<file path="src/core/rsmc_end.sv">
`timescale 1ns/1ps
`default_nettype none
`default_nettype wire

</file>
<file path="src/core/rsmc_pkg.sv">
`default_nettype none

package rsmc_pkg;

  // ==========================================================================
  // Strap positions in the strap vector.
  localparam int unsigned STRAP_COUNT = 7;
  localparam int unsigned STRAP_BOOT = 0;
  localparam int unsigned STRAP_IRQ = 1;
  localparam int unsigned STRAP_LINK = 2;
  localparam int unsigned STRAP_CFGWE = 3;
  localparam int unsigned STRAP_TMA = 4;
  localparam int unsigned STRAP_TMB = 5;
  localparam int unsigned STRAP_TMC = 6;

  // ==========================================================================
  // Default levels set by the internal pulls while reset is low.
  localparam logic [STRAP_COUNT-1:0] STRAP_DEFAULTS = 7'h70;
  // Straps whose reset pull is only fitted on processor zero.
  localparam logic [STRAP_COUNT-1:0] STRAP_PULL_ID0_ONLY = 7'h09;
  // Straps pulled up in reset; the rest are pulled down.
  localparam logic [STRAP_COUNT-1:0] STRAP_RESET_PULLUP = 7'h70;
  // Straps that keep a pull-up on processor zero in normal operation.
  localparam logic [STRAP_COUNT-1:0] STRAP_RUN_PULLUP_ID0 = 7'h09;

  // ==========================================================================
  // Timing.
  localparam int unsigned CLK_PERIOD_NS = 10;
  localparam int unsigned HANDOVER_TIME_NS = 20;
  localparam int unsigned HANDOVER_CYCLES_RAW = (HANDOVER_TIME_NS + CLK_PERIOD_NS - 1) / CLK_PERIOD_NS;
  localparam int unsigned HANDOVER_CYCLES = (HANDOVER_CYCLES_RAW < 1) ? 1 : HANDOVER_CYCLES_RAW;
  localparam int unsigned HANDOVER_CNT_W = 4;

  // ==========================================================================
  // Reset values.
  localparam logic [HANDOVER_CNT_W-1:0] HANDOVER_CNT_RESET = 4'h0;
  localparam logic [STRAP_COUNT-1:0] STRAP_VEC_RESET = 7'h00;

  // ==========================================================================
  // Types.
  typedef enum logic [1:0] {
    RSMC_HOLD = 2'h0,
    RSMC_CAPTURE = 2'h1,
    RSMC_HANDOVER = 2'h3,
    RSMC_RUN = 2'h2
  } rsmc_state_type;

  typedef struct packed {
    logic test_mode_strap_c;
    logic test_mode_strap_b;
    logic test_mode_strap_a;
    logic config_reg_write_strap;
    logic link_rx_width_strap;
    logic ext_interrupt_enable_strap;
    logic boot_source_strap;
  } rsmc_straps_type;

  typedef struct packed {
    logic [STRAP_COUNT-1:0] pull_up_en;
    logic [STRAP_COUNT-1:0] pull_down_en;
    logic [STRAP_COUNT-1:0] func_en;
  } rsmc_pad_type;

  localparam rsmc_pad_type PAD_RESET = '{pull_up_en: 7'h00, pull_down_en: 7'h00, func_en: 7'h00};

endpackage : rsmc_pkg

`default_nettype wire

</file>
<file path="src/core/rsmc_sync.sv">
`timescale 1ns/1ps
`default_nettype none

module rsmc_sync
  import rsmc_pkg::*;
#(
  parameter int unsigned WIDTH = 1
) (
  // Clock and reset.
  input wire logic clk_sys_in,
  input wire logic srst_in,
  // Asynchronous levels in, synchronised levels out.
  input wire logic [WIDTH-1:0] async_in,
  output logic [WIDTH-1:0] sync_out
);

  // ==========================================================================
  // Two flip-flops per bit; the first stage feeds only the second.
  logic [WIDTH-1:0] meta_q;
  logic [WIDTH-1:0] meta_d;
  logic [WIDTH-1:0] sync_q;
  logic [WIDTH-1:0] sync_d;

  for (genvar i = 0; i < WIDTH; i++) begin : g_bit
    always_comb begin
      meta_d[i] = async_in[i];
      sync_d[i] = meta_q[i];
    end

    always_ff @(posedge clk_sys_in) begin
      if (srst_in) begin
        meta_q[i] <= 1'b0;
        sync_q[i] <= 1'b0;
      end else begin
        meta_q[i] <= meta_d[i];
        sync_q[i] <= sync_d[i];
      end
    end
  end

  assign sync_out = sync_q;

endmodule : rsmc_sync

`default_nettype wire

</file>
<file path="src/core/rsmc_pad_ctrl.sv">
`timescale 1ns/1ps
`default_nettype none

module rsmc_pad_ctrl
  import rsmc_pkg::*;
(
  // Phase of the capture sequence.
  input wire logic in_reset_in,
  input wire logic functional_in,
  input wire logic proc_id_zero_in,
  // Pad resistor and function selects.
  output rsmc_pad_type pad_out
);

  // ==========================================================================
  // Per-pin resistor choice; reset pulls set the strap defaults.
  for (genvar i = 0; i < STRAP_COUNT; i++) begin : g_pad
    logic pull_fitted;

    always_comb begin
      pull_fitted = proc_id_zero_in | ~STRAP_PULL_ID0_ONLY[i];
      pad_out.pull_up_en[i] = 1'b0;
      pad_out.pull_down_en[i] = 1'b0;
      pad_out.func_en[i] = 1'b0;
      if (in_reset_in) begin
        pad_out.pull_up_en[i] = pull_fitted & STRAP_RESET_PULLUP[i];
        pad_out.pull_down_en[i] = pull_fitted & ~STRAP_RESET_PULLUP[i];
      end else begin
        // Pins that keep a pull after release are still driven by this pad once functional_in is set.
        pad_out.pull_up_en[i] = proc_id_zero_in & STRAP_RUN_PULLUP_ID0[i];
        pad_out.func_en[i] = functional_in;
      end
    end
  end

endmodule : rsmc_pad_ctrl

`default_nettype wire

</file>
<file path="src/core/rsmc_capture.sv">
`timescale 1ns/1ps
`default_nettype none

module rsmc_capture
  import rsmc_pkg::*;
(
  // Clock and reset.
  input wire logic clk_sys_in,
  input wire logic srst_in,
  // Device reset pin and strap pins.
  input wire logic rst_pin_n_in,
  input wire logic [STRAP_COUNT-1:0] strap_pins_in,
  input wire logic proc_id_zero_in,
  // Configuration register write requests.
  input wire logic cfg_write_req_in,
  // Pad control.
  output logic [STRAP_COUNT-1:0] pad_pull_up_en_out,
  output logic [STRAP_COUNT-1:0] pad_pull_down_en_out,
  output logic [STRAP_COUNT-1:0] pad_func_en_out,
  // Latched mode settings.
  output rsmc_straps_type straps_out,
  output logic straps_valid_out,
  output logic boot_from_memory_out,
  output logic boot_wait_external_out,
  output logic ext_irq_enable_out,
  output logic ext_irq_level_sense_out,
  output logic link_rx_width_4bit_out,
  output logic cfg_write_grant_out
);

  // ==========================================================================
  // Input synchronisers.
  logic [STRAP_COUNT:0] raw_vec;
  logic [STRAP_COUNT:0] sync_vec;
  logic rst_pin_s;
  logic [STRAP_COUNT-1:0] strap_s;
  logic id_zero_s;

  assign raw_vec = {rst_pin_n_in, strap_pins_in};

  rsmc_sync #(
    .WIDTH(STRAP_COUNT + 1)
  ) u_sync_pins (
    .clk_sys_in(clk_sys_in),
    .srst_in(srst_in),
    .async_in(raw_vec),
    .sync_out(sync_vec)
  );

  rsmc_sync #(
    .WIDTH(1)
  ) u_sync_id (
    .clk_sys_in(clk_sys_in),
    .srst_in(srst_in),
    .async_in(proc_id_zero_in),
    .sync_out(id_zero_s)
  );

  assign rst_pin_s = sync_vec[STRAP_COUNT];
  assign strap_s = sync_vec[STRAP_COUNT-1:0];

  // ==========================================================================
  // Release edge detection.
  // The reset pin and the straps share one synchroniser, so the strap sample
  // taken one cycle before the edge is the level present while reset was low.
  // A block reset with the pin already high is read as a fresh release, and the
  // straps then come from the cleared synchronisers, so srst_in is only meant to
  // be raised while the reset pin is held low.
  logic rst_prev_q;
  logic rst_prev_d;
  logic [STRAP_COUNT-1:0] strap_prev_q;
  logic [STRAP_COUNT-1:0] strap_prev_d;
  logic release_edge;

  always_comb begin
    rst_prev_d = rst_pin_s;
    strap_prev_d = strap_s;
  end

  always_ff @(posedge clk_sys_in) begin
    if (srst_in) begin
      rst_prev_q <= 1'b0;
      strap_prev_q <= STRAP_VEC_RESET;
    end else begin
      rst_prev_q <= rst_prev_d;
      strap_prev_q <= strap_prev_d;
    end
  end

  assign release_edge = rst_pin_s & ~rst_prev_q;

  // ==========================================================================
  // Sequence state machine.
  rsmc_state_type state_q;
  rsmc_state_type state_d;
  logic [HANDOVER_CNT_W-1:0] hand_cnt_q;
  logic [HANDOVER_CNT_W-1:0] hand_cnt_d;

  always_comb begin
    state_d = state_q;
    hand_cnt_d = hand_cnt_q;
    if (!rst_pin_s) begin
      state_d = RSMC_HOLD;
      hand_cnt_d = HANDOVER_CNT_RESET;
    end else begin
      case (state_q)
        RSMC_HOLD: begin
          if (release_edge) begin
            state_d = RSMC_CAPTURE;
          end
        end
        RSMC_CAPTURE: begin
          state_d = RSMC_HANDOVER;
          hand_cnt_d = HANDOVER_CNT_RESET;
        end
        RSMC_HANDOVER: begin
          // Pins stay as inputs a short while so the capture settles first.
          if (hand_cnt_q == HANDOVER_CNT_W'(HANDOVER_CYCLES - 1)) begin
            state_d = RSMC_RUN;
          end else begin
            hand_cnt_d = hand_cnt_q + 4'h1;
          end
        end
        RSMC_RUN: begin
          state_d = RSMC_RUN;
        end
        default: begin
          state_d = RSMC_HOLD;
        end
      endcase
    end
  end

  always_ff @(posedge clk_sys_in) begin
    if (srst_in) begin
      state_q <= RSMC_HOLD;
      hand_cnt_q <= HANDOVER_CNT_RESET;
    end else begin
      state_q <= state_d;
      hand_cnt_q <= hand_cnt_d;
    end
  end

  // ==========================================================================
  // Strap latch.
  // The latch is loaded only at the release edge and is not cleared when the
  // pin goes low again, so the old modes hold until the next capture.
  rsmc_straps_type straps_q;
  rsmc_straps_type straps_d;
  logic valid_q;
  logic valid_d;

  always_comb begin
    straps_d = straps_q;
    valid_d = valid_q;
    if (release_edge && state_q == RSMC_HOLD) begin
      straps_d = rsmc_straps_type'(strap_prev_q);
      valid_d = 1'b1;
    end
  end

  always_ff @(posedge clk_sys_in) begin
    if (srst_in) begin
      straps_q <= rsmc_straps_type'(STRAP_DEFAULTS);
      valid_q <= 1'b0;
    end else begin
      straps_q <= straps_d;
      valid_q <= valid_d;
    end
  end

  // ==========================================================================
  // Decoded modes.
  // Decoded controls follow the latch one cycle later and are not used by
  // the rest of the chip until the pins have been handed back.
  logic boot_mem_q;
  logic boot_mem_d;
  logic boot_wait_q;
  logic boot_wait_d;
  logic irq_en_q;
  logic irq_en_d;
  logic irq_level_q;
  logic irq_level_d;
  logic link4_q;
  logic link4_d;

  always_comb begin
    boot_mem_d = ~straps_q.boot_source_strap;
    boot_wait_d = straps_q.boot_source_strap;
    irq_en_d = straps_q.ext_interrupt_enable_strap;
    irq_level_d = straps_q.ext_interrupt_enable_strap;
    link4_d = straps_q.link_rx_width_strap;
  end

  always_ff @(posedge clk_sys_in) begin
    if (srst_in) begin
      boot_mem_q <= ~STRAP_DEFAULTS[STRAP_BOOT];
      boot_wait_q <= STRAP_DEFAULTS[STRAP_BOOT];
      irq_en_q <= STRAP_DEFAULTS[STRAP_IRQ];
      irq_level_q <= STRAP_DEFAULTS[STRAP_IRQ];
      link4_q <= STRAP_DEFAULTS[STRAP_LINK];
    end else begin
      boot_mem_q <= boot_mem_d;
      boot_wait_q <= boot_wait_d;
      irq_en_q <= irq_en_d;
      irq_level_q <= irq_level_d;
      link4_q <= link4_d;
    end
  end

  // ==========================================================================
  // Configuration register write permission.
  // In one-time mode the first granted write closes the window until the
  // next capture; writes before the pins are handed back are not granted.
  logic cfg_used_q;
  logic cfg_used_d;
  logic grant_q;
  logic grant_d;
  logic write_open;

  assign write_open = (state_q == RSMC_RUN) && (straps_q.config_reg_write_strap || !cfg_used_q);

  always_comb begin
    cfg_used_d = cfg_used_q;
    grant_d = 1'b0;
    if (release_edge) begin
      cfg_used_d = 1'b0;
    end else if (cfg_write_req_in && write_open) begin
      grant_d = 1'b1;
      cfg_used_d = 1'b1;
    end
  end

  always_ff @(posedge clk_sys_in) begin
    if (srst_in) begin
      cfg_used_q <= 1'b0;
      grant_q <= 1'b0;
    end else begin
      cfg_used_q <= cfg_used_d;
      grant_q <= grant_d;
    end
  end

  // ==========================================================================
  // Pad resistors and pin function.
  // Test-mode pads keep their pull-ups in reset; nothing here can detect an
  // overdrive, so the board must leave them alone.
  // Between capture and hand-back the pads do not drive and pull only the boot and write straps up,
  // on processor zero; the straps are already latched by then, so a floating level does no harm.
  rsmc_pad_type pad_comb;
  rsmc_pad_type pad_q;
  rsmc_pad_type pad_d;

  rsmc_pad_ctrl u_pad_ctrl (
    .in_reset_in(state_q == RSMC_HOLD),
    .functional_in(state_q == RSMC_RUN),
    .proc_id_zero_in(id_zero_s),
    .pad_out(pad_comb)
  );

  always_comb begin
    pad_d = pad_comb;
  end

  always_ff @(posedge clk_sys_in) begin
    if (srst_in) begin
      pad_q <= PAD_RESET;
    end else begin
      pad_q <= pad_d;
    end
  end

  // ==========================================================================
  // Outputs.
  assign pad_pull_up_en_out = pad_q.pull_up_en;
  assign pad_pull_down_en_out = pad_q.pull_down_en;
  assign pad_func_en_out = pad_q.func_en;
  assign straps_out = straps_q;
  assign straps_valid_out = valid_q;
  assign boot_from_memory_out = boot_mem_q;
  assign boot_wait_external_out = boot_wait_q;
  assign ext_irq_enable_out = irq_en_q;
  assign ext_irq_level_sense_out = irq_level_q;
  assign link_rx_width_4bit_out = link4_q;
  assign cfg_write_grant_out = grant_q;

endmodule : rsmc_capture

`default_nettype wire

</file>
<file path="config.mk">
export PLATFORM = sky130hd
export DESIGN_NAME = rsmc_capture
export DESIGN_NICKNAME = d
export VERILOG_FILES = /design/src/core/rsmc_end.sv /design/src/core/rsmc_pkg.sv /design/src/core/rsmc_sync.sv /design/src/core/rsmc_pad_ctrl.sv /design/src/core/rsmc_capture.sv
export SDC_FILE = /design/constraint.sdc
export NUM_CORES = 1
export LEC_CHECK = 0
export BUFFER_PORTS_ARGS = -buffer_cell sky130_fd_sc_hd__buf_2
export CAP_MARGIN = 5
export CORE_MARGIN = 3
export CORE_UTILIZATION = 33
export DETAILED_ROUTE_END_ITERATION = 7
export SETUP_SLACK_MARGIN = 0.2
export SYNTH_ARGS = -nofsm -noshare
export SYNTH_HDL_FRONTEND = slang
export SYNTH_HIERARCHICAL = 1
export SYNTH_SLANG_ARGS = --single-unit
</file>
<file path="constraint.sdc">
create_clock -name clk_sys_in -period 1.3 [get_ports clk_sys_in]
set_clock_uncertainty 0.05 [all_clocks]
set_input_delay 0.26 -clock clk_sys_in [delete_from_list [all_inputs] [get_ports clk_sys_in]]
set_output_delay 0.26 -clock clk_sys_in [all_outputs]
set_load 0.05 [all_outputs]
</file>
==> impl_results.md <==
* Area growth syn-to-layout at 45.7%
* Hold path depth at 2
* CP required at roughly 1.5 ns
* Port bufs at between 40 and 50
* FF+latch count, synth at 67
* Layout Nets at 273
* DRT iter0 DRCs at 30
* Pre-CTS setup slack at -0.0168 ns
* Chip Width at 89.0 µm
* RR Startpoint: hand_cnt_q[1]$_SDFFE_PP0P_
* CTS tree: done
* Reg2Reg Depth at 5
* Antenna diodes at 0
* Initial Utilization at 0.350
* Worst-path clk slew at 0.07 ns
* Leakage at ~1.4 nW
* Synth cell count leaders: 67 x dfxtp_1, 43 x nor2b_1, 22 x buf_4
* Peak Freq at between 700 and 800 MHz
* Yosys top cell area share at 0.591
* Crit Path Max Fanout at 4
* Drt pass-1 iters at 4
* CP Data Arrival Time at 1.52 ns
* Row cnt at 29
* Final WL at 3780 µm
* Die ar. at 7910 µm²
* Max-cap check violation count at 0
* Hold_ws at 0.0763 ns
* Cell variety after synth at 30
* Final period util at 0.997
* Hold worst-path end: u_sync_id/meta_q$_SDFF_PP0_
* CTS Root Cell: clkbuf_8
* Final setup fails at 0
* Io pins at 47
* Ranking of synthesized cells by area: dfxtp_1 59%, nor2b_1 12%, buf_4 7.3%, and2b_2 3.1%, nor2b_2 2.7%
* Vias in the first global route at 1331
* Most common cell in the netlist: dfxtp_1
* Cell count after synthesis at 202
* Min-Delay Path Class: in -> reg
* Initial antenna violation count at 0
* Number of synthesized flops with an enable pin at 0
* Final Cell Area at between 3000 and 4000 µm²
* Synthesized area per cell at about 11 µm²
* DIE HEIGHT at 89.0 µm
* Total negative slack at 0 ns
* Setup ws final at 0.00441 ns
* Maximum root-to-sink buffer count at 2
* CTS sink count at 67
* Largest area contributor in the netlist: dfxtp_1
* Status: finished clean
* Top sig layer: met4
* Cell area power density at approximately 1200 nW/µm²
* Unrepaired setup endpoints after global routing: true
* Hold_sp: proc_id_zero_in
* Number of remaining DRC errors at 0
* Warnings, synthesis at 6
* Layout cell share with drive strength beyond 1 at 0.591
* GRT Residual Overflow at 0
* Crit path kind: reg -> reg
* Gp weighted congestion at roughly 0.79
* Largest net degree at the start of global routing at 39
* Reg2Reg Setup Slack at 0.004 ns
* Final Hold Viols at 0
* Max Slew Vio Count at 0
* Max rail drop VDD at 574 µV
* Minimum clock period at 1.30 ns
* Routed wire length on met2 at 1730 µm
* Filler cell count at ~550
* Share of async-settable or async-resettable flops after synthesis at 0
* Vias at 1394
* Post-route ant nets at 0
* WL met1 at ~1700 µm
* Clk_lat worst skew at 0.33 ns
* Drt wl/cell at roughly 11 µm
* First-pass GRT wire length at 6110 µm
* GRT Overall Usage at 0.107
* Post-DP HPWL at approximately 2500 µm
* Element type at the critical path end: register
* WL met3 at 177 µm
* CTS buffer count at 9
* Synthesized area at around 2300 µm²
* RR Endpoint: hand_cnt_q[3]$_SDFFE_PP0P_
* Placeable Area at 6490 µm²
* Htree depth at 3
* Worst Setup Start Kind: register
* Seq/Total Area, Yosys at 0.591
* Vias/cell at approximately 4.1
* Top_reg_cell synth: dfxtp_1
* Dpl cell area at 2590 µm²
-- cells in the final DEF, fill, tap and decap left out, types with 9 or more instances in the layout --
cell	count
buf_2	11
buf_4	20
buf_8	35
clkbuf_8	9
dfxtp_1	28
dfxtp_2	36
nor2b_1	34
-- cell type report --
cell class,instances,area (µm²),area share
repair buffers,70,785,0.237
clock buffers,11,153,0.0461
inverters,5,18.8,0.00567
multi-input cells,106,823,0.249
clock inverters,5,35.0,0.0106
well taps,77,96.3,0.0291
flip-flops and latches,67,1400,0.422
-- critical path, cell delays in order (launching register included) --
cell,delay [ns]
dfxtp_4,0.36
inv_2,0.04
ha_4,0.14
nor2b_4,0.12
or4_1,0.40
a21oi_1,0.13
-- flip-flops by register name, indices dropped and copies added, names as in the netlist, 2 cells and up --
name,cells
u_sync_pins/sync_out,8
u_sync_pins/meta_q,8
pad_pull_up_en_out,7
strap_prev_q,7
state_q,2
straps_out,4
hand_cnt_q,4
pad_pull_down_en_out,7
pad_func_en_out,7
-- worst max-delay path by stage --
stage	start	endpoint	depth (start not counted)
2_1_floorplan	hand_cnt_q[1]$_SDFFE_PP0P_	hand_cnt_q[0]$_SDFFE_PP0P_	5
3_3_place_gp	hand_cnt_q[1]$_SDFFE_PP0P_	hand_cnt_q[3]$_SDFFE_PP0P_	5
3_5_place_dp	hand_cnt_q[1]$_SDFFE_PP0P_	hand_cnt_q[3]$_SDFFE_PP0P_	5
4_1_cts	hand_cnt_q[1]$_SDFFE_PP0P_	hand_cnt_q[3]$_SDFFE_PP0P_	5
5_1_grt	hand_cnt_q[1]$_SDFFE_PP0P_	hand_cnt_q[3]$_SDFFE_PP0P_	5
6_report	hand_cnt_q[1]$_SDFFE_PP0P_	hand_cnt_q[3]$_SDFFE_PP0P_	5
-- cells by family (layout without fill, tap and decap cells) --
kind of cell / after synthesis / in the layout / share of synthesized area
buffers and inverters: 33 / 91 / 0.101
adders and majority gates: 2 / 2 / 0.0110
AOI/OAI and AO/OA: 11 / 11 / 0.0347
muxes: 6 / 6 / 0.0270
DFF: 67 / 67 / 0.591
and+or+nand+nor: 82 / 82 / 0.234
other: 1 / 5 / 0.00165
-- layer usage --
layer	GRT usage	vias up
met5	0	-
met4	0.0893	0
met3	0.0359	12
met2	0.151	33
met1	0.131	625
li1	-	724
-- repair_timing --
item / in CTS / in global routing
buffers inserted: 6 / 4
endpoints found under the setup margin: 61 / 62
resized for setup: 142 / 10
hold buffers: 0 / 0
pin swaps: 2 / 3
-- power by group --
part	total, mW	internal (mW)	switching (mW)
Clock	1.60	0.811	0.791
Sequential	2.14	2.11	0.0262
Combinational	0.323	0.153	0.170
Total	4.06	3.07	0.987
-- metrics by stage --
step / util / std cells / power (mW)
4_1_cts: 0.496 / 337 / 4.13
3_5_place_dp: 0.398 / 315 / 2.43
3_3_place_gp: 0.398 / 315 / 2.42
2_1_floorplan: - / 206 / 2.37
5_1_grt: 0.509 / 341 / 4.24
6_report: 0.509 / 341 / 4.06
No activity file was read; power rests on OpenSTA's default activity.
